### config.mk
export PLATFORM = sky130hd
export DESIGN_NAME = lbec_error_capture
export DESIGN_NICKNAME = d
export VERILOG_FILES = /design/src/rtl/lbec_pkg.sv /design/src/rtl/lbec_error_capture.sv
export SDC_FILE = /design/constraint.sdc
export NUM_CORES = 1
export LEC_CHECK = 0
export BUFFER_PORTS_ARGS = -buffer_cell sky130_fd_sc_hd__clkbuf_2
export CAP_MARGIN = 20
export CORE_MARGIN = 3
export CORE_UTILIZATION = 45
export CTS_BUF_LIST = sky130_fd_sc_hd__clkbuf_16
export DETAILED_ROUTE_END_ITERATION = 12
export PLACE_DENSITY_LB_ADDON = 0.25
export SLEW_MARGIN = 20
export SYNTH_ARGS = -nofsm -noshare
export SYNTH_HDL_FRONTEND = slang
export SYNTH_SLANG_ARGS = --single-unit
### constraint.sdc
create_clock -name pclk -period 3.65 [get_ports pclk]
set_input_delay 0 -clock pclk [delete_from_list [all_inputs] [get_ports pclk]]
set_output_delay 0 -clock pclk [all_outputs]
set_load 0.005 [all_outputs]
### src/rtl/lbec_pkg.sv
// Constants and carrier types for the local bus error capture block.
// Assumes a 32-bit APB slave port and a bus clock of 25 MHz.
package lbec_pkg;
   // Register byte offsets.
   localparam logic [7:0] OFS_STATUS = 8'h00;
   localparam logic [7:0] OFS_DISABLE = 8'h04;
   localparam logic [7:0] OFS_IRQ_EN = 8'h08;
   localparam logic [7:0] OFS_ATTR = 8'h0C;
   localparam logic [7:0] OFS_ADDR = 8'h10;
   localparam logic [7:0] OFS_CONFIG = 8'h14;
   // Error bit positions; bit 0 of the register map is the most significant bit.
   localparam int BIT_MON = 31;
   localparam int BIT_PAR = 29;
   localparam int BIT_WP = 26;
   localparam int BIT_WRITE_FOLLOWS_ATOMIC_READ = 23;
   localparam int BIT_READ_FOLLOWS_ATOMIC_WRITE = 22;
   localparam int BIT_MISS = 19;
   localparam logic [31:0] ERR_MASK = 32'hA4C80000;
   // Attribute capture fields.
   localparam int ATTR_DIR = 28;
   localparam int ATTR_SRC_LO = 16;
   localparam int ATTR_LANE_HI = 15;
   localparam int ATTR_BANK_HI = 11;
   localparam int ATTR_VALID = 0;
   // Monitor count field in the configuration register.
   localparam int CFG_BMT_LO = 8;
   // Reset values.
   localparam logic [31:0] RST_ZERO = 32'h00000000;
   localparam logic [7:0] RST_BMT = 8'h00;
   // Timing in bus clock cycles.
   localparam logic [11:0] MON_MAX_CYC = 12'h800;
   localparam int MON_SHIFT = 3;
   localparam logic [8:0] ATOMIC_WAIT_CYC = 9'h100;

   typedef struct packed {
      logic [31:0] addr;
      logic read;
      logic [4:0] src;
      logic src_valid;
      logic [3:0] bank_hit;
      logic read_only;
      logic atomic;
   } lbec_txn_t;

   typedef struct packed {
      logic [3:0] lanes;
      logic [3:0] bank;
   } lbec_par_t;
endpackage

### src/rtl/lbec_error_capture.sv
// Error detection, status, enables and capture for a local bus controller.
// Assumes transactions are announced by one-cycle pulses synchronous to pclk.
//
// Contract
// - Status reads normally, write-one clears only
// - Unacknowledged transaction past monitor limit sets bit 0
// - Parity error sets bit 2, captures lane, bank
// - Write to read-only region sets bit 5
// - Write-protect violation is not terminated automatically
// - Missing write after atomic read sets bit 8
// - Missing read after atomic write sets bit 9
// - Transaction hitting no bank sets bit 12
// - Disable bits turn off matching error detection
// - Detection and interrupt enables are independent
// - Only enabled error types raise interrupt
// - Clearing status bits negates the interrupt
// - Capture registers frozen while valid bit set
// - Attribute bit 3 holds direction, one read
// - Attribute bits 11-15 hold source identifier
// - Attribute bits 16-19 flag parity byte lanes
// - Attribute bits 20-23 flag failing bank
// - Address capture holds full 32-bit address
// - Monitor count zero means 2048 cycles
`timescale 1ns/1ps
`default_nettype none
module lbec_error_capture (
   input wire logic pclk,
   input wire logic presetn,
   input wire logic psel,
   input wire logic penable,
   input wire logic pwrite,
   input wire logic [31:0] paddr,
   input wire logic [31:0] pwdata,
   output logic [31:0] prdata,
   output logic pready,
   output logic pslverr,
   input wire logic txn_start,
   input wire lbec_pkg::lbec_txn_t txn,
   input wire logic beat_ack,
   input wire logic txn_end,
   input wire logic par_err,
   input wire lbec_pkg::lbec_par_t par,
   output logic monitor_expired,
   output logic irq
);
   logic [31:0] status_q, status_d, disable_q, irq_en_q, attr_q, addr_q;
   logic [7:0] bmt_q;
   lbec_pkg::lbec_txn_t cur_q, atom_q, cap_txn;
   logic bm_active_q;
   logic [11:0] bm_cnt_q, bm_limit;
   logic war_q, raw_q;
   logic [8:0] war_cnt_q, raw_cnt_q;
   logic bm_hit, wp_ev, miss_ev, war_hit, raw_hit;
   logic [31:0] events, det, clr;
   logic access, wr, mapped, capture;
   logic [3:0] lanes_rev;
   logic [31:0] attr_new;

   assign access = psel & penable;
   assign wr = access & pwrite;
   assign pready = 1'b1;
   assign mapped = (paddr[7:0] == lbec_pkg::OFS_STATUS) | (paddr[7:0] == lbec_pkg::OFS_DISABLE) |
                   (paddr[7:0] == lbec_pkg::OFS_IRQ_EN) | (paddr[7:0] == lbec_pkg::OFS_ATTR) |
                   (paddr[7:0] == lbec_pkg::OFS_ADDR) | (paddr[7:0] == lbec_pkg::OFS_CONFIG);
   assign pslverr = access & ~(mapped & (paddr[31:8] == 24'h000000) & (paddr[1:0] == 2'h0));

   // Bus monitor limit; zero selects the longest time-out.
   assign bm_limit = (bmt_q == lbec_pkg::RST_BMT) ? lbec_pkg::MON_MAX_CYC :
                     {1'b0, bmt_q, 3'h0};
   assign bm_hit = bm_active_q & (bm_cnt_q == bm_limit - 12'h001) & ~beat_ack & ~txn_end;

   // Read-only violation is only flagged; the cycle runs on until acknowledged or ended by the monitor.
   assign wp_ev = txn_start & ~txn.read & txn.read_only & (txn.bank_hit != 4'h0);
   assign miss_ev = txn_start & (txn.bank_hit == 4'h0);
   assign war_hit = war_q & (war_cnt_q == lbec_pkg::ATOMIC_WAIT_CYC - 9'h001) &
                    ~(txn_start & ~txn.read);
   assign raw_hit = raw_q & (raw_cnt_q == lbec_pkg::ATOMIC_WAIT_CYC - 9'h001) &
                    ~(txn_start & txn.read);

   always_comb begin
      events = lbec_pkg::RST_ZERO;
      events[lbec_pkg::BIT_MON] = bm_hit;
      events[lbec_pkg::BIT_PAR] = par_err;
      events[lbec_pkg::BIT_WP] = wp_ev;
      events[lbec_pkg::BIT_WRITE_FOLLOWS_ATOMIC_READ] = war_hit;
      events[lbec_pkg::BIT_READ_FOLLOWS_ATOMIC_WRITE] = raw_hit;
      events[lbec_pkg::BIT_MISS] = miss_ev;
   end

   // Detection is gated by the disable bits only, never by the interrupt enables.
   assign det = events & ~disable_q & lbec_pkg::ERR_MASK;
   assign clr = (wr & (paddr[7:0] == lbec_pkg::OFS_STATUS)) ? pwdata : lbec_pkg::RST_ZERO;
   // A new event wins over a clear in the same cycle.
   assign status_d = ((status_q & ~clr) | det) & lbec_pkg::ERR_MASK;

   always_ff @(posedge pclk or negedge presetn) begin
      if (!presetn) begin
         status_q <= lbec_pkg::RST_ZERO;
      end else begin
         status_q <= status_d;
      end
   end

   always_ff @(posedge pclk or negedge presetn) begin
      if (!presetn) begin
         disable_q <= lbec_pkg::RST_ZERO;
         irq_en_q <= lbec_pkg::RST_ZERO;
         bmt_q <= lbec_pkg::RST_BMT;
      end else if (wr) begin
         if (paddr[7:0] == lbec_pkg::OFS_DISABLE) begin
            disable_q <= pwdata & lbec_pkg::ERR_MASK;
         end
         if (paddr[7:0] == lbec_pkg::OFS_IRQ_EN) begin
            irq_en_q <= pwdata & lbec_pkg::ERR_MASK;
         end
         if (paddr[7:0] == lbec_pkg::OFS_CONFIG) begin
            bmt_q <= pwdata[lbec_pkg::CFG_BMT_LO +: 8];
         end
      end
   end

   // Interrupt follows the enabled status bits one cycle later.
   always_ff @(posedge pclk or negedge presetn) begin
      if (!presetn) begin
         irq <= 1'b0;
      end else begin
         irq <= |(status_q & irq_en_q);
      end
   end

   // Transaction tracking and bus monitor.
   always_ff @(posedge pclk or negedge presetn) begin
      if (!presetn) begin
         cur_q <= '0;
         bm_active_q <= 1'b0;
         bm_cnt_q <= 12'h000;
         monitor_expired <= 1'b0;
      end else begin
         monitor_expired <= bm_hit & ~disable_q[lbec_pkg::BIT_MON];
         if (txn_start) begin
            cur_q <= txn;
            bm_active_q <= 1'b1;
            bm_cnt_q <= 12'h000;
         end else if (bm_active_q) begin
            if (beat_ack | txn_end | bm_hit) begin
               bm_active_q <= 1'b0;
            end
            bm_cnt_q <= bm_cnt_q + 12'h001;
         end
      end
   end

   // Atomic pairing timers.
   always_ff @(posedge pclk or negedge presetn) begin
      if (!presetn) begin
         atom_q <= '0;
         war_q <= 1'b0;
         raw_q <= 1'b0;
         war_cnt_q <= 9'h000;
         raw_cnt_q <= 9'h000;
      end else begin
         war_cnt_q <= war_cnt_q + 9'h001;
         raw_cnt_q <= raw_cnt_q + 9'h001;
         if (war_hit | (txn_start & ~txn.read)) begin
            war_q <= 1'b0;
         end
         if (raw_hit | (txn_start & txn.read)) begin
            raw_q <= 1'b0;
         end
         if (txn_start & txn.atomic) begin
            atom_q <= txn;
            if (txn.read) begin
               war_q <= 1'b1;
               war_cnt_q <= 9'h000;
            end else begin
               raw_q <= 1'b1;
               raw_cnt_q <= 9'h000;
            end
         end
      end
   end

   // Capture source: the new transaction for decode errors, the atomic one for pairing errors.
   always_comb begin
      if (det[lbec_pkg::BIT_WP] | det[lbec_pkg::BIT_MISS]) begin
         cap_txn = txn;
      end else if (det[lbec_pkg::BIT_WRITE_FOLLOWS_ATOMIC_READ] | det[lbec_pkg::BIT_READ_FOLLOWS_ATOMIC_WRITE]) begin
         cap_txn = atom_q;
      end else begin
         cap_txn = cur_q;
      end
   end

   // Lane 0 is the most significant byte and lands on the highest field bit.
   genvar gi;
   generate
      for (gi = 0; gi < 4; gi++) begin : g_lane
         assign lanes_rev[3 - gi] = par.lanes[gi];
      end
   endgenerate

   always_comb begin
      attr_new = lbec_pkg::RST_ZERO;
      attr_new[lbec_pkg::ATTR_DIR] = cap_txn.read;
      attr_new[lbec_pkg::ATTR_SRC_LO +: 5] = cap_txn.src_valid ? cap_txn.src : 5'h00;
      if (det[lbec_pkg::BIT_PAR]) begin
         attr_new[lbec_pkg::ATTR_LANE_HI -: 4] = lanes_rev;
         attr_new[lbec_pkg::ATTR_BANK_HI -: 4] = {par.bank[0], par.bank[1], par.bank[2], par.bank[3]};
      end
      attr_new[lbec_pkg::ATTR_VALID] = 1'b1;
   end

   assign capture = (det != lbec_pkg::RST_ZERO) & ~attr_q[lbec_pkg::ATTR_VALID];

   always_ff @(posedge pclk or negedge presetn) begin
      if (!presetn) begin
         attr_q <= lbec_pkg::RST_ZERO;
         addr_q <= lbec_pkg::RST_ZERO;
      end else if (capture) begin
         attr_q <= attr_new;
         addr_q <= cap_txn.addr;
      end else if (wr & (paddr[7:0] == lbec_pkg::OFS_ATTR) & pwdata[lbec_pkg::ATTR_VALID]) begin
         attr_q[lbec_pkg::ATTR_VALID] <= 1'b0;
      end
   end

   // Read data is sampled in the setup phase and held through the access phase.
   always_ff @(posedge pclk or negedge presetn) begin
      if (!presetn) begin
         prdata <= lbec_pkg::RST_ZERO;
      end else if (psel & ~penable) begin
         case (paddr[7:0])
            lbec_pkg::OFS_STATUS: prdata <= status_q;
            lbec_pkg::OFS_DISABLE: prdata <= disable_q;
            lbec_pkg::OFS_IRQ_EN: prdata <= irq_en_q;
            lbec_pkg::OFS_ATTR: prdata <= attr_q;
            lbec_pkg::OFS_ADDR: prdata <= addr_q;
            lbec_pkg::OFS_CONFIG: prdata <= {16'h0000, bmt_q, 8'h00};
            default: prdata <= lbec_pkg::RST_ZERO;
         endcase
      end
   end

   // Cycles since the last transaction start, for checking only.
   logic [11:0] age_q;
   always_ff @(posedge pclk or negedge presetn) begin
      if (!presetn) begin
         age_q <= 12'h000;
      end else if (txn_start) begin
         age_q <= 12'h001;
      end else if (age_q != 12'hFFF) begin
         age_q <= age_q + 12'h001;
      end
   end

   property p_w1c;
      @(posedge pclk) disable iff (!presetn)
      (wr && paddr[7:0] == lbec_pkg::OFS_STATUS && det == 32'h00000000)
         |=> ((status_q & $past(pwdata)) == 32'h00000000) &&
             ((status_q & ~$past(pwdata)) == ($past(status_q) & ~$past(pwdata)));
   endproperty
   a_w1c: assert property (p_w1c) else $error("status write did not clear exactly the written ones");

   property p_mon;
      @(posedge pclk) disable iff (!presetn)
      monitor_expired |-> (age_q == (($past(bmt_q) == 8'h00) ? 12'h800 : {1'b0, $past(bmt_q), 3'h0}) + 12'h001);
   endproperty
   a_mon: assert property (p_mon) else $error("monitor time-out at wrong cycle");

   property p_mon_flag;
      @(posedge pclk) disable iff (!presetn)
      monitor_expired |-> status_q[lbec_pkg::BIT_MON];
   endproperty
   a_mon_flag: assert property (p_mon_flag) else $error("monitor time-out not flagged");

   property p_par;
      @(posedge pclk) disable iff (!presetn)
      (par_err && !disable_q[lbec_pkg::BIT_PAR] && !attr_q[lbec_pkg::ATTR_VALID])
         |=> status_q[lbec_pkg::BIT_PAR] && attr_q[lbec_pkg::ATTR_VALID] &&
             attr_q[lbec_pkg::ATTR_LANE_HI] == $past(par.lanes[0]) &&
             attr_q[lbec_pkg::ATTR_BANK_HI] == $past(par.bank[0]);
   endproperty
   a_par: assert property (p_par) else $error("parity error not flagged or captured");

   property p_wp;
      @(posedge pclk) disable iff (!presetn)
      (wp_ev && !disable_q[lbec_pkg::BIT_WP]) |=> status_q[lbec_pkg::BIT_WP] && bm_active_q;
   endproperty
   a_wp: assert property (p_wp) else $error("write-protect not flagged or cycle ended");

   property p_war;
      @(posedge pclk) disable iff (!presetn)
      $rose(war_q) ##1 (!(txn_start && !txn.read))[*8] |-> !status_q[lbec_pkg::BIT_WRITE_FOLLOWS_ATOMIC_READ] || $past(status_q[lbec_pkg::BIT_WRITE_FOLLOWS_ATOMIC_READ], 9);
   endproperty
   a_war: assert property (p_war) else $error("atomic read pairing flagged too early");

   property p_raw;
      @(posedge pclk) disable iff (!presetn)
      (raw_hit && !disable_q[lbec_pkg::BIT_READ_FOLLOWS_ATOMIC_WRITE]) |-> $past(raw_q, 255) ##1 status_q[lbec_pkg::BIT_READ_FOLLOWS_ATOMIC_WRITE];
   endproperty
   a_raw: assert property (p_raw) else $error("atomic write pairing time-out wrong");

   property p_miss;
      @(posedge pclk) disable iff (!presetn)
      (txn_start && txn.bank_hit == 4'h0 && !disable_q[lbec_pkg::BIT_MISS]) |=> status_q[lbec_pkg::BIT_MISS];
   endproperty
   a_miss: assert property (p_miss) else $error("bank miss not flagged");

   property p_dis;
      @(posedge pclk) disable iff (!presetn)
      ((status_q & ~$past(status_q) & $past(disable_q)) == 32'h00000000);
   endproperty
   a_dis: assert property (p_dis) else $error("disabled error was flagged");

   property p_irq;
      @(posedge pclk) disable iff (!presetn)
      ##1 (irq == |($past(status_q) & $past(irq_en_q)));
   endproperty
   a_irq: assert property (p_irq) else $error("interrupt does not match enabled status");

   property p_hold;
      @(posedge pclk) disable iff (!presetn)
      (attr_q[lbec_pkg::ATTR_VALID] && $past(attr_q[lbec_pkg::ATTR_VALID]))
         |-> $stable(addr_q) && $stable(attr_q[31:1]);
   endproperty
   a_hold: assert property (p_hold) else $error("capture changed while valid");

   property p_cap;
      @(posedge pclk) disable iff (!presetn)
      capture |=> addr_q == $past(cap_txn.addr) && attr_q[lbec_pkg::ATTR_DIR] == $past(cap_txn.read);
   endproperty
   a_cap: assert property (p_cap) else $error("captured address or direction wrong");

   // A status write may only clear bits, never raise one.
   property p_no_set;
      @(posedge pclk) disable iff (!presetn)
      (wr && paddr[7:0] == lbec_pkg::OFS_STATUS && det == 32'h00000000)
         |=> ((status_q & ~$past(status_q)) == 32'h00000000);
   endproperty
   a_no_set: assert property (p_no_set) else $error("status write raised a bit");

   property p_src;
      @(posedge pclk) disable iff (!presetn)
      capture |=> attr_q[lbec_pkg::ATTR_SRC_LO +: 5] ==
                  ($past(cap_txn.src_valid) ? $past(cap_txn.src) : 5'h00);
   endproperty
   a_src: assert property (p_src) else $error("captured source identifier wrong");

   // Lane and bank flags carry meaning only for parity errors, so they stay clear otherwise.
   property p_bank_par;
      @(posedge pclk) disable iff (!presetn)
      (capture && !det[lbec_pkg::BIT_PAR]) |=> attr_q[lbec_pkg::ATTR_LANE_HI -: 8] == 8'h00;
   endproperty
   a_bank_par: assert property (p_bank_par) else $error("bank flags set without parity error");

   property p_valid_clr;
      @(posedge pclk) disable iff (!presetn)
      (wr && paddr[7:0] == lbec_pkg::OFS_ATTR && pwdata[lbec_pkg::ATTR_VALID] && !capture)
         |=> !attr_q[lbec_pkg::ATTR_VALID];
   endproperty
   a_valid_clr: assert property (p_valid_clr) else $error("capture valid bit not cleared");

   property p_indep;
      @(posedge pclk) disable iff (!presetn)
      (wr && paddr[7:0] == lbec_pkg::OFS_DISABLE) |=> $stable(irq_en_q);
   endproperty
   a_indep: assert property (p_indep) else $error("disable write changed interrupt enables");

   property p_irq_off;
      @(posedge pclk) disable iff (!presetn)
      ((status_q & irq_en_q) == 32'h00000000) |=> !irq;
   endproperty
   a_irq_off: assert property (p_irq_off) else $error("interrupt stayed up after status cleared");

   c_mon: cover property (@(posedge pclk) disable iff (!presetn) monitor_expired);
   c_par_irq: cover property (@(posedge pclk) disable iff (!presetn) $rose(irq) && status_q[lbec_pkg::BIT_PAR]);
   c_atomic: cover property (@(posedge pclk) disable iff (!presetn) war_hit);
   c_recapture: cover property (@(posedge pclk) disable iff (!presetn) capture && $past(attr_q[lbec_pkg::ATTR_VALID], 2));
endmodule
`default_nettype wire

After elaboration in Yosys (flattened, before gate mapping)
Cells that the tools add are included.

word-level totals
  output and inout bits = 36
  word-level logic and storage cells = 129
  input port bits = 126
  bits in registers = 230

operators by class
  reduce and logical (&&, ||, !) cells = 13
  add/subtract/negate cells = 4
  bitwise gates (word level) = 50
  muxes and demuxes = 24
  eq/ne operators = 8

operator list
  kind                     number
  $pmux W32 S6             1
  $and A32 B32 Y32         3
  $mux W45                 2
  $not A32 Y32             2
  $mux W12                 3
  $mux W9                  4
  $mux W32                 1
  $or A32 B32 Y32          1
  $reduce_bool A32 Y1      1
  $reduce_or A32 Y1        1
  $and A1 B1 Y1            24
  $logic_not A24 Y1        1
  $add A9 B1 Y9 const B    2
  $eq A9 B8 Y1 const B     2
  $eq A8 B4 Y1 const B     2
  $eq A8 B5 Y1 const B     2
  $logic_not A8 Y1         2
  $add A12 B1 Y12 const B  1
  $eq A12 B12 Y1           1
  $sub A12 B1 Y12 const B  1
  $mux W1                  11
  $or A1 B1 Y1             11
  $not A1 Y1               9
  $eq A8 B3 Y1 const B     1
  other kinds (7)          10

Longest topological paths before layout
Gate-level depths: netlist (run 1).

  depth after elaboration = 12
  gate-level depth with buffers = 12
  gate-level depth less buffers = 10

Worst setup path after synthesis (run 1)
OpenSTA, ideal clock, no wires.

  kind = flip-flop to flip-flop
  from = register bmt_q[0]
  to = register addr_q[11]
  library setup time = 0.127 ns
  cell stages (with the launch flop) = 11
  buffers on the path = 2
  slack = 0.839 ns
  data arrival time = 2.684 ns
  clock period less this slack = 2.811 ns
  required time = 3.523 ns
  cell sequence = dfrtp_1 -> inv_1 -> ha_1 -> nor2b_1 -> a21oi_1 -> or4b_4 -> a2111oi_2 -> a31o_1 -> buf_6 -> buf_6 -> mux2_1

on the way
  word-level cells in the longest chain between the ends = 10

ends and longest elaborated chain
  what                            line                       source
  start: declaration              lbec_error_capture.sv:47   logic [7:0] bmt_q;
  start signal: assignment        lbec_error_capture.sv:108  bmt_q <= lbec_pkg::RST_BMT;
  start signal: assignment        lbec_error_capture.sv:117  bmt_q <= pwdata[lbec_pkg::CFG_BMT_LO +: 8];
  $logic_not A8 Y1                lbec_error_capture.sv:68   assign bm_limit = (bmt_q == lbec_pkg::RST_BMT) ? lbec_pkg::MON_MAX_CYC :
  $mux W12 (*)                    lbec_error_capture.sv:68
  $sub A12 B1 Y12 (*)             lbec_error_capture.sv:70   assign bm_hit = bm_active_q & (bm_cnt_q == bm_limit - 12'h001) & ~beat_ack & ~txn_end;
  $eq A12 B12 Y1 (*)              lbec_error_capture.sv:70
  $and A1 B1 Y1 (*) (3 in a row)  lbec_error_capture.sv:70
  $and A32 B32 Y32 (*)            lbec_error_capture.sv:91   assign det = events & ~disable_q & lbec_pkg::ERR_MASK;
  $reduce_bool A32 Y1 (*)         lbec_error_capture.sv:213  assign capture = (det != lbec_pkg::RST_ZERO) & ~attr_q[lbec_pkg::ATTR_VALID];
  $and A1 B1 Y1 (*)               lbec_error_capture.sv:213
  end signal: assignment          lbec_error_capture.sv:218  addr_q <= lbec_pkg::RST_ZERO;
  end signal: assignment          lbec_error_capture.sv:221  addr_q <= cap_txn.addr;
  end: declaration                lbec_error_capture.sv:46   logic [31:0] status_q, status_d, disable_q, irq_en_q, attr_q, addr_q;

Every way passes the cells marked *; elsewhere a longest branch is shown, timed or not.
A chain may end at the register's enable or synchronous reset.

Worst setup path in the final report (run 1)
  from = register war_cnt_q[0]
  to = register attr_q[18]

on the way
  word-level cells in the longest chain between the ends = 8
  elaborated cells between the ends (all ways) = 10
  classes of those cells = eq/ne (1); mux (3); bitwise (5); reduce/logical (1)

ends and longest elaborated chain
  what                            line                       source
  start: declaration              lbec_error_capture.sv:52   logic [8:0] war_cnt_q, raw_cnt_q;
  start signal: assignment        lbec_error_capture.sv:162  war_cnt_q <= war_cnt_q + 9'h001;
  $eq A9 B8 Y1 (*)                lbec_error_capture.sv:75   assign war_hit = war_q & (war_cnt_q == lbec_pkg::ATOMIC_WAIT_CYC - 9'h001) &
  $and A1 B1 Y1 (*) (2 in a row)  lbec_error_capture.sv:75
  $and A32 B32 Y32 (*)            lbec_error_capture.sv:91
  $or A1 B1 Y1                    lbec_error_capture.sv:187  end else if (det[lbec_pkg::BIT_WRITE_FOLLOWS_ATOMIC_READ] | det[lbec_pkg::BIT_READ_FOLLOWS_ATOMIC_WRITE]) begi ...
  $mux W45                        lbec_error_capture.sv:187
  $mux W45                        lbec_error_capture.sv:185  if (det[lbec_pkg::BIT_WP] | det[lbec_pkg::BIT_MISS]) begin
  $mux W5                         lbec_error_capture.sv:205  attr_new[lbec_pkg::ATTR_SRC_LO +: 5] = cap_txn.src_valid ? cap_txn.src : 5'h00;
  end signal: assignment          lbec_error_capture.sv:217  attr_q <= lbec_pkg::RST_ZERO;
  end signal: assignment          lbec_error_capture.sv:220  attr_q <= attr_new;
  end: declaration                lbec_error_capture.sv:46

Marked as above.

==> results of run 1 <==
## sequential cells by signal (all words and copies together) (netlist names), 6 cells and up
signal,cells
war_cnt_q,9
raw_cnt_q,9
attr_q,15
status_q,6
cur_q,39
bmt_q,8
addr_q,32
irq_en_q,6
atom_q,39
bm_cnt_q,12
disable_q,6
prdata,32
## power by group through the flow
stage	Combinational [mW]	Clock [mW]	Sequential, mW
floorplan	0.334	0	2.73
global placement	0.511	0	2.76
detailed placement	0.525	0	2.77
CTS	0.587	2.75	2.72
global route	0.651	2.85	2.75
finish	0.577	2.70	2.72
## worst paths after layout
check	slack, ps	depth (start not counted)	endpoint	from
worst max-delay path	480	11	attr_q[18]	war_cnt_q[0]
worst min-delay path	20	4	status_q[19]	txn[4]
worst max register to register	480	11	attr_q[18]	war_cnt_q[0]
worst min register to register	460	1	war_cnt_q[0]	war_cnt_q[0]
max in group asynchronous	2500	3	attr_q[15]	presetn
min in group asynchronous	120	2	atom_q[25]	presetn
## cells in the final DEF, fill, tap and decap left out, types with 5 or more instances in the layout
cell | synthesis | routed
a21oi_1 | 13 | 13
a21o_1 | 10 | 10
nand4_1 | 5 | 5
dfrtp_1 | 218 | 218
dlygate4sd3_1 | 0 | 69
a22oi_1 | 11 | 11
o21ai_0 | 74 | 74
nand2b_1 | 8 | 7
mux2_2 | 99 | 99
mux2_4 | 30 | 30
nor3_1 | 6 | 6
or3b_2 | 9 | 9
nor4_1 | 7 | 7
clkbuf_16 | 0 | 25
or3_1 | 5 | 5
nor2b_1 | 9 | 9
clkbuf_2 | 0 | 142
nor2_1 | 42 | 41
nand2_1 | 105 | 104
mux2i_1 | 41 | 41
xnor2_1 | 11 | 11
nand3_1 | 21 | 21
inv_1 | 18 | 19
ha_1 | 7 | 7
buf_4 | 1 | 8
and3_1 | 8 | 8
bufinv_16 | 0 | 6
a222oi_1 | 13 | 13
o31ai_1 | 6 | 6
xor2_1 | 16 | 16
## cell type report
class,instances,area [sq um],area share [%]
inverter,18,67.6,0.529
sequential,218,5460,42.7
clock buffer,25,626,4.90
clock inverter,20,263,2.06
timing repair buffer,223,1540,12.0
tap,280,350,2.74
multi-input combinational,594,4480,35.1
## layer usage
metal	part of all wire [%]	wire, um	up-vias	GRT usage, %
met5	0	0	-	0
met4	1.4	342	0	3.64
met3	4.6	1130	26	3.24
met2	46	11400	182	32.1
met1	48	11900	3733	29.5
li1	-	-	3536	-
## cells by family (layout without fill, tap and decap cells)
family | count (synthesis) | in the layout | share of synthesized area (%)
compound gates | 143 | 143 | 8.86
xor+xnor | 27 | 27 | 2.30
fa+ha+maj | 7 | 7 | 0.852
buf+inv | 72 | 286 | 3.47
flops | 218 | 218 | 53.1
mux | 175 | 175 | 19.9
other cells | 1 | 1 | 0.0365
simple gates | 241 | 241 | 11.5
## stage by stage
step	hold slack [ps]	area, sq um	setup slack, ps	util (%)	power [mW]
floorplan	-296	10300	839	-	3.07
global placement	147	11200	483	50.5	3.27
finish	18.5	12800	480	57.7	6.00
CTS	9.76	12800	451	57.7	6.06
detailed placement	151	11200	471	50.5	3.29
global route	23.8	12800	217	57.7	6.25
## worst max-delay path, stage by stage, from the launching register on
cell and delay (ps):
dfrtp_1 390, ha_1 220, nand3_1 150, nor3_1 70, ha_1 190, nand2_1 60, nor3_1 80, nor2_4 750
buf_4 510, mux2i_1 250, o31ai_1 80, mux2_4 280
==> flow_summary_export.csv, run 1 <==
group,metric,value,unit
sta,finalSetupTns,0,ps
power_and_ir_drop,p_int,4.60,mW
route,drc,0,
cts,cts_setup_buffers,0,
sta,max_slew_margin,34.9,%
synthesis,yosysMostFrequentCell,"dfrtp_1",
sta,worst_pin_slew,976,ps
floorplan,core_area,22200,sq um
critical_path,arrival,3570,ps
floorplan,rows,54,
critical_path,worstSetupPathType,"reg -> reg",
power_and_ir_drop,p_comb_share,9.6,%
floorplan,io_pins,162,
power_and_ir_drop,switching_share,23.4,%
sta,finalCriticalPeriod,3170,ps
power_and_ir_drop,clkPwrFrac,45.0,%
route,antenna_left,0,
floorplan,die_area,24700,sq um
critical_path,startpoint_type,"flip-flop",
synthesis,yosysSeqAreaShare,53.1,%
route,vias,7477,
synthesis,synth-seq-cells,218,
synthesis,synth_area_leaders,"dfrtp_1, mux2_2, mux2_4, mux2i_1, nand2_1",
route,drtIter0Drc,443,
floorplan,fp.dieH,157,um
synthesis,async_flop_share,100,%
synthesis,synthTopCellsByCount,"dfrtp_1, nand2_1, mux2_2, o21ai_0, nor2_1",
synthesis,synth_top_area_cell,"dfrtp_1",
route,wire_per_inst,18.0,um
placed_design,port_buffers,143,
sta,final-hold-violation-count,0,
critical_path,cp.required,4050,ps
finish,fill_cells,1918,
cts,path_clk_slew,60,ps
cts,cts_made_buffers,25,
global_routing,antenna_found_initial,0,
critical_path,crit_path_max_fanout,22,
synthesis,synthCells,884,
sta,finalSetupViolations,0,
finish,num_antenna_cells,0,
cts,insertion_delay,520,ps
sta,max_freq,0.315,GHz
cts,cts_max_level,1,
finish,stdcell_count,1378,
synthesis,ys_types,58,
synthesis,synth_nets,1017,
critical_path,cp-end-kind,"flip-flop",
placed_design,dp.cells,1264,
floorplan,fp.dieW,157,um
sta,min_period_over_period,86.8,%
finish,layout.nets,1213,
cts,clockRootBuffer,"clkbuf_16",
floorplan,floorplan.initialDensity,46.4,%
power_and_ir_drop,p_switching,1.40,mW
synthesis,avgSynthCellArea,11.6,sq um
synthesis,synthesis.area,10300,sq um
placed_design,gp_congestion,0.790,
cts,cts_tree,"yes",
cts,cts_sinks,218,
global_routing,grt_pass1_vias,7559,
job,max-cap-violations,0,
power_and_ir_drop,power_density,469,nW/um^2
synthesis,synth_flop_cell,"dfrtp_1",
sta,skew,9.41,ps
sta,rsz0062_at_grt,"false",
finish,drive_gt1_share,31.3,%
power_and_ir_drop,seq_power_share,45.4,%
min_path,hp-class,"in -> reg",
placed_design,dpl.hpwl,16200,um
power_and_ir_drop,p_leak,6.08,nW
synthesis,synth-edff-count,0,
route,wl,24800,um
synthesis,synth_top_area_share,53.1,%
cts,clock_path_buffers,3,
global_routing,grt_max_degree,118,
route,routed_via_density,5.43,
finish,syn2layout_area_growth,24.3,%
synthesis,yosysWarnings,0,
power_and_ir_drop,ir_drop,0.000276,V
run_status,status,"finished, final reports clean",
sta,drv_slew,0,
global_routing,gr-usage-all-layers,20.1,%
global_routing,grt_overflow,0,
global_routing,grt_first_pass_wirelength,40000,um
cts,cts-hold-fix-buffers,69,
route,firstDrtPassIters,5,
cts,cts_resized,0,
No activity file was read; power rests on OpenSTA's default activity.
==> run 2, diff against run 1 <==
==> constraint.sdc (replaced) <==
create_clock -name pclk -period 3.9 [get_ports pclk]
set_input_delay 0 -clock pclk [delete_from_list [all_inputs] [get_ports pclk]]
set_output_delay 0 -clock pclk [all_outputs]
set_load 0.005 [all_outputs]
==> flow_summary_export.csv, run 2 (synthesized netlist as in run 1, its figures left out) <==
group,metric,value,unit
sta,final-hold-violation-count,0,
job,max-cap-violations,0,
sta,drv_slew,0,
critical_path,cp.required,4300,ps
placed_design,port_buffers,143,
floorplan,rows,54,
route,wl,24400,um
finish,multi_input_comb_area,4480,sq um
finish,drive_gt1_share,31.2,%
route,antenna_left,0,
critical_path,startpoint,"bmt_q[0]",
finish,regArea,5460,sq um
critical_path,crit-reg2reg-launch,"bmt_q[0]",
finish,layout.nets,1217,
sta,max_freq,0.307,GHz
global_routing,gr-usage-all-layers,19.8,%
power_and_ir_drop,seq_power_share,48.2,%
sta,min_period_over_period,83.6,%
placed_design,gp_congestion,0.840,
floorplan,core_area,22200,sq um
finish,final_cell_mix,"dfrtp_1, clkbuf_2, nand2_1, mux2_2, o21ai_0",
finish,reg_top3,"atom_q (39), cur_q (39)",
route,firstDrtPassIters,5,
cts,cts_resized,0,
cts,cts_setup_buffers,0,
power_and_ir_drop,p_comb_share,10.3,%
sta,finalSetupTns,0,ps
power_and_ir_drop,switching_share,23.9,%
placed_design,dpl.hpwl,16200,um
sta,skew,20.7,ps
finish,fill_cells,1888,
min_path,hp-class,"in -> reg",
route,routed_via_density,5.42,
floorplan,io_pins,162,
finish,final_util,57.3,%
cts,clock_path_buffers,3,
global_routing,grt_max_degree,141,
cts,clockRootBuffer,"clkbuf_16",
critical_path,worstRegToRegCells,9,
critical_path,startpoint_type,"flip-flop",
sta,rsz0062_at_grt,"false",
critical_path,crit_path_max_fanout,27,
cts,cts_tree,"yes",
power_and_ir_drop,p_switching,1.27,mW
cts,path_clk_slew,60,ps
route,wire_per_inst,17.6,um
sta,finalCriticalPeriod,3260,ps
critical_path,regToRegSetupSlack,640,ps
critical_path,arrival,3660,ps
floorplan,die_area,24700,sq um
power_and_ir_drop,power_density,417,nW/um^2
route,vias,7502,
cts,cts_sinks,218,
critical_path,cp-end-kind,"flip-flop",
global_routing,antenna_found_initial,2,
power_and_ir_drop,p_leak,6.07,nW
cts,insertion_delay,520,ps
floorplan,fp.dieH,157,um
critical_path,worstSetupPathType,"reg -> reg",
critical_path,endpoint,"addr_q[17]",
global_routing,grt_pass1_vias,7559,
route,drtIter0Drc,361,
floorplan,floorplan.initialDensity,46.4,%
sta,max_slew_margin,37.9,%
sta,finalSetupViolations,0,
route,drc,0,
cts,cts_made_buffers,25,
power_and_ir_drop,clkPwrFrac,41.6,%
sta,worst_pin_slew,932,ps
critical_path,r2r-end,"addr_q[17]",
cts,cts_max_level,1,
power_and_ir_drop,ir_drop,0.000314,V
global_routing,grt_first_pass_wirelength,39500,um
run_status,status,"finished, final reports clean",
finish,layout_commonest_cell,"dfrtp_1",
power_and_ir_drop,p_int,4.03,mW
global_routing,grt_overflow,0,
finish,syn2layout_area_growth,23.5,%
floorplan,fp.dieW,157,um
[run 2: worst min-delay path by stage]
stage                 start      endpoint  slack (ps)  cells past startpoint
floorplan           presetn     addr_q[0]        -300                      0
global route         txn[4]  status_q[19]          40                      4
finish               txn[0]  war_cnt_q[8]          30                      3
detailed placement  presetn     addr_q[9]         230                      1
CTS                 txn_end  status_q[31]          20                      5
global placement    presetn     addr_q[9]         230                      1
[run 2: repair_timing]
item,in CTS,in global routing
hold buffers,68,1
hold endpoints to repair,290,37
endpoints found under the setup margin,0,0
[run 2: per-stage QoR]
step | cell area [sq um] | cells | setup slack, ps | hold WS (ps) | power [mW]
finish | 12700 | 1384 | 639 | 32.1 | 5.29
global route | 12700 | 1384 | 408 | 37.8 | 5.53
detailed placement | 11200 | 1267 | 621 | 234 | 3.08
global placement | 11200 | 1267 | 673 | 232 | 3.06
CTS | 12600 | 1380 | 622 | 15.9 | 5.35
floorplan | 10300 | 884 | 1090 | -296 | 2.87
[run 2: final cells by class]
class	instances	area share (%)
tap	280	2.76
timing repair buffer	227	12.3
inverter	18	0.532
antenna	2	0.0394
clock buffer	25	4.93
clock inverter	20	1.14
sequential	218	43.0
multi-input combinational	594	35.3
[run 2: power by group through the flow]
stage               combinational [mW]  sequential, mW  clock (mW)
detailed placement               0.492            2.59           0
CTS                              0.549            2.55        2.25
finish                           0.544            2.55        2.20
floorplan                        0.312            2.56           0
global placement                 0.481            2.58           0
global route                     0.610            2.57        2.35
[run 2: per-layer routing]
metal  routed length, um  track usage, %  vias up
li1                    -               -     3555
met1               11200            27.8     3709
met2               11300            32.6      209
met3                1420            3.55       29
met4                 407            3.88        0
met5                   0               0        -
[run 2: critical path: stages (launching register included)]
cell and delay (ps):
dfrtp_1 430, inv_1 160, ha_1 300, nor2b_1 200, a21oi_1 80, or4b_4 550, a2111oi_2 330, a31o_2 210
buf_4 460, mux2_2 400
==> run 3, diff against run 2 <==
==> constraint.sdc (replaced) <==
create_clock -name pclk -period 3.1 [get_ports pclk]
set_input_delay 0 -clock pclk [delete_from_list [all_inputs] [get_ports pclk]]
set_output_delay 0 -clock pclk [all_outputs]
set_load 0.005 [all_outputs]
==> flow_summary_export.csv, run 3 (synthesized netlist as in run 1, its figures left out) <==
group,metric,value,unit
placed_design,gp_congestion,0.822,
cts,cts_setup_buffers,0,
sta,setup_ws,179,ps
route,vias,7507,
min_path,worstHoldStart,"txn[0]",
route,wl,24400,um
placed_design,port_buffers,143,
route,antenna_left,0,
finish,num_antenna_cells,0,
sta,worst_pin_slew,729,ps
finish,layout_commonest_cell,"dfrtp_1",
placed_design,dp.cells,1274,
placed_design,dpl-instance-area,11300,sq um
finish,final_area,12800,sq um
global_routing,grt_overflow,0,
critical_path,arrival,3320,ps
finish,fill_cells,1897,
global_routing,antenna_found_initial,0,
critical_path,crit-reg2reg-launch,"bmt_q[0]",
route,drtIter0Drc,501,
cts,clockRootBuffer,"clkbuf_16",
sta,finalCriticalPeriod,2920,ps
sta,min_period_over_period,94.2,%
run_status,status,"finished, final reports clean",
finish,stdcell_count,1387,
job,max-cap-violations,0,
floorplan,rows,54,
sta,finalSetupViolations,0,
sta,finalSetupTns,0,ps
route,drc,0,
finish,final_cell_mix,"dfrtp_1, clkbuf_2, nand2_1, mux2_2, o21ai_0",
critical_path,cp.required,3500,ps
route,firstDrtPassIters,6,
power_and_ir_drop,ir_drop,0.000347,V
critical_path,startpoint,"bmt_q[0]",
critical_path,startpoint_type,"flip-flop",
critical_path,cp-end-kind,"flip-flop",
cts,clock_path_buffers,3,
route,wire_per_inst,17.6,um
finish,reg_top3,"atom_q (39), cur_q (39)",
cts,path_clk_slew,60,ps
global_routing,grt_pass1_vias,7537,
sta,max_slew_margin,51.4,%
placed_design,dpl.hpwl,16300,um
cts,insertion_delay,520,ps
cts,cts_max_level,1,
floorplan,io_pins,162,
global_routing,gr-usage-all-layers,19.8,%
global_routing,grt_first_pass_wirelength,39500,um
global_routing,grt_max_degree,95,
floorplan,fp.dieH,157,um
floorplan,die_area,24700,sq um
critical_path,crit_path_max_fanout,22,
cts,cts_sinks,218,
cts,cts_tree,"yes",
finish,layout.nets,1222,
power_and_ir_drop,power_density,518,nW/um^2
sta,skew,14.3,ps
sta,drv_slew,0,
min_path,hp-class,"in -> reg",
floorplan,floorplan.initialDensity,46.4,%
power_and_ir_drop,p_leak,6.09,nW
finish,drive_gt1_share,31.6,%
finish,syn2layout_area_growth,24.1,%
placed_design,place_ws,196,ps
cts,cts_made_buffers,25,
route,routed_via_density,5.41,
sta,max_freq,0.342,GHz
sta,final-hold-violation-count,0,
sta,rsz0062_at_grt,"false",
floorplan,core_area,22200,sq um
floorplan,fp.dieW,157,um
critical_path,worstSetupPathType,"reg -> reg",
run 3: cell count changes in the layout (fill, tap and decap cells not counted), sizes merged:
cell / delta
bufinv: -1
clkinvlp: +2
buf: +6
diode: -2
dlygate4sd3: -1
inv: -1
run 3: per-stage QoR:
step / total power, mW / util, % / hold slack (ps)
after floorplan: 3.61 / - / -296
after global placement: 3.86 / 51.1 / 82.7
after detailed placement: 3.89 / 51.1 / 88.0
after CTS: 6.69 / 57.6 / 19.5
after global routing: 6.92 / 57.6 / 40.6
final: 6.61 / 57.6 / 30.8
run 3: layout make-up:
| class | instances | area [sq um] | area share (%) |
|---|---|---|---|
| Inverter | 18 | 67.6 | 0.530 |
| Sequential cell | 218 | 5460 | 42.8 |
| Timing Repair Buffer | 232 | 1650 | 12.9 |
| Multi-Input combinational cell | 594 | 4480 | 35.1 |
| Clock buffer | 25 | 626 | 4.90 |
| Clock inverter | 20 | 129 | 1.01 |
| Tap cell | 280 | 350 | 2.75 |
run 3: timing repair:
| item | in CTS | in global routing |
|---|---|---|
| hold buffers | 68 | 0 |
| endpoints found under the hold margin | 253 | 0 |
| setup endpoints to repair | 0 | 0 |
| resized for setup | 0 | 0 |
run 3: worst paths after layout:
kind | end | slack, ps | depth (start not counted)
min in group asynchronous | atom_q[25] | 120 | 2
max in group asynchronous | cur_q[31] | 2160 | 3
worst min-delay path | war_cnt_q[8] | 30 | 3
worst max register to register | addr_q[17] | 180 | 9
worst max-delay path | addr_q[17] | 180 | 9
worst min register to register | raw_cnt_q[0] | 460 | 1
run 3: worst max-delay path: stages, from the launching register on:
cell,delay [ps]
dfrtp_1,440
inv_1,130
ha_1,320
xor2_1,140
nand3_1,90
or4b_4,500
a2111oi_2,330
a31o_2,270
buf_12,220
mux2_2,360
run 3: routing by layer:
metal,wire length (um),global-route usage (%)
met5,0,0
met4,391,4.09
met3,1470,3.35
met2,11400,32.9
met1,11100,27.6
run 3: report_power, final:
| group | switching, mW | internal [mW] |
|---|---|---|
| Combinational | 0.314 | 0.377 |
| Clock | 1.16 | 1.55 |
| Sequential | 0.139 | 3.07 |
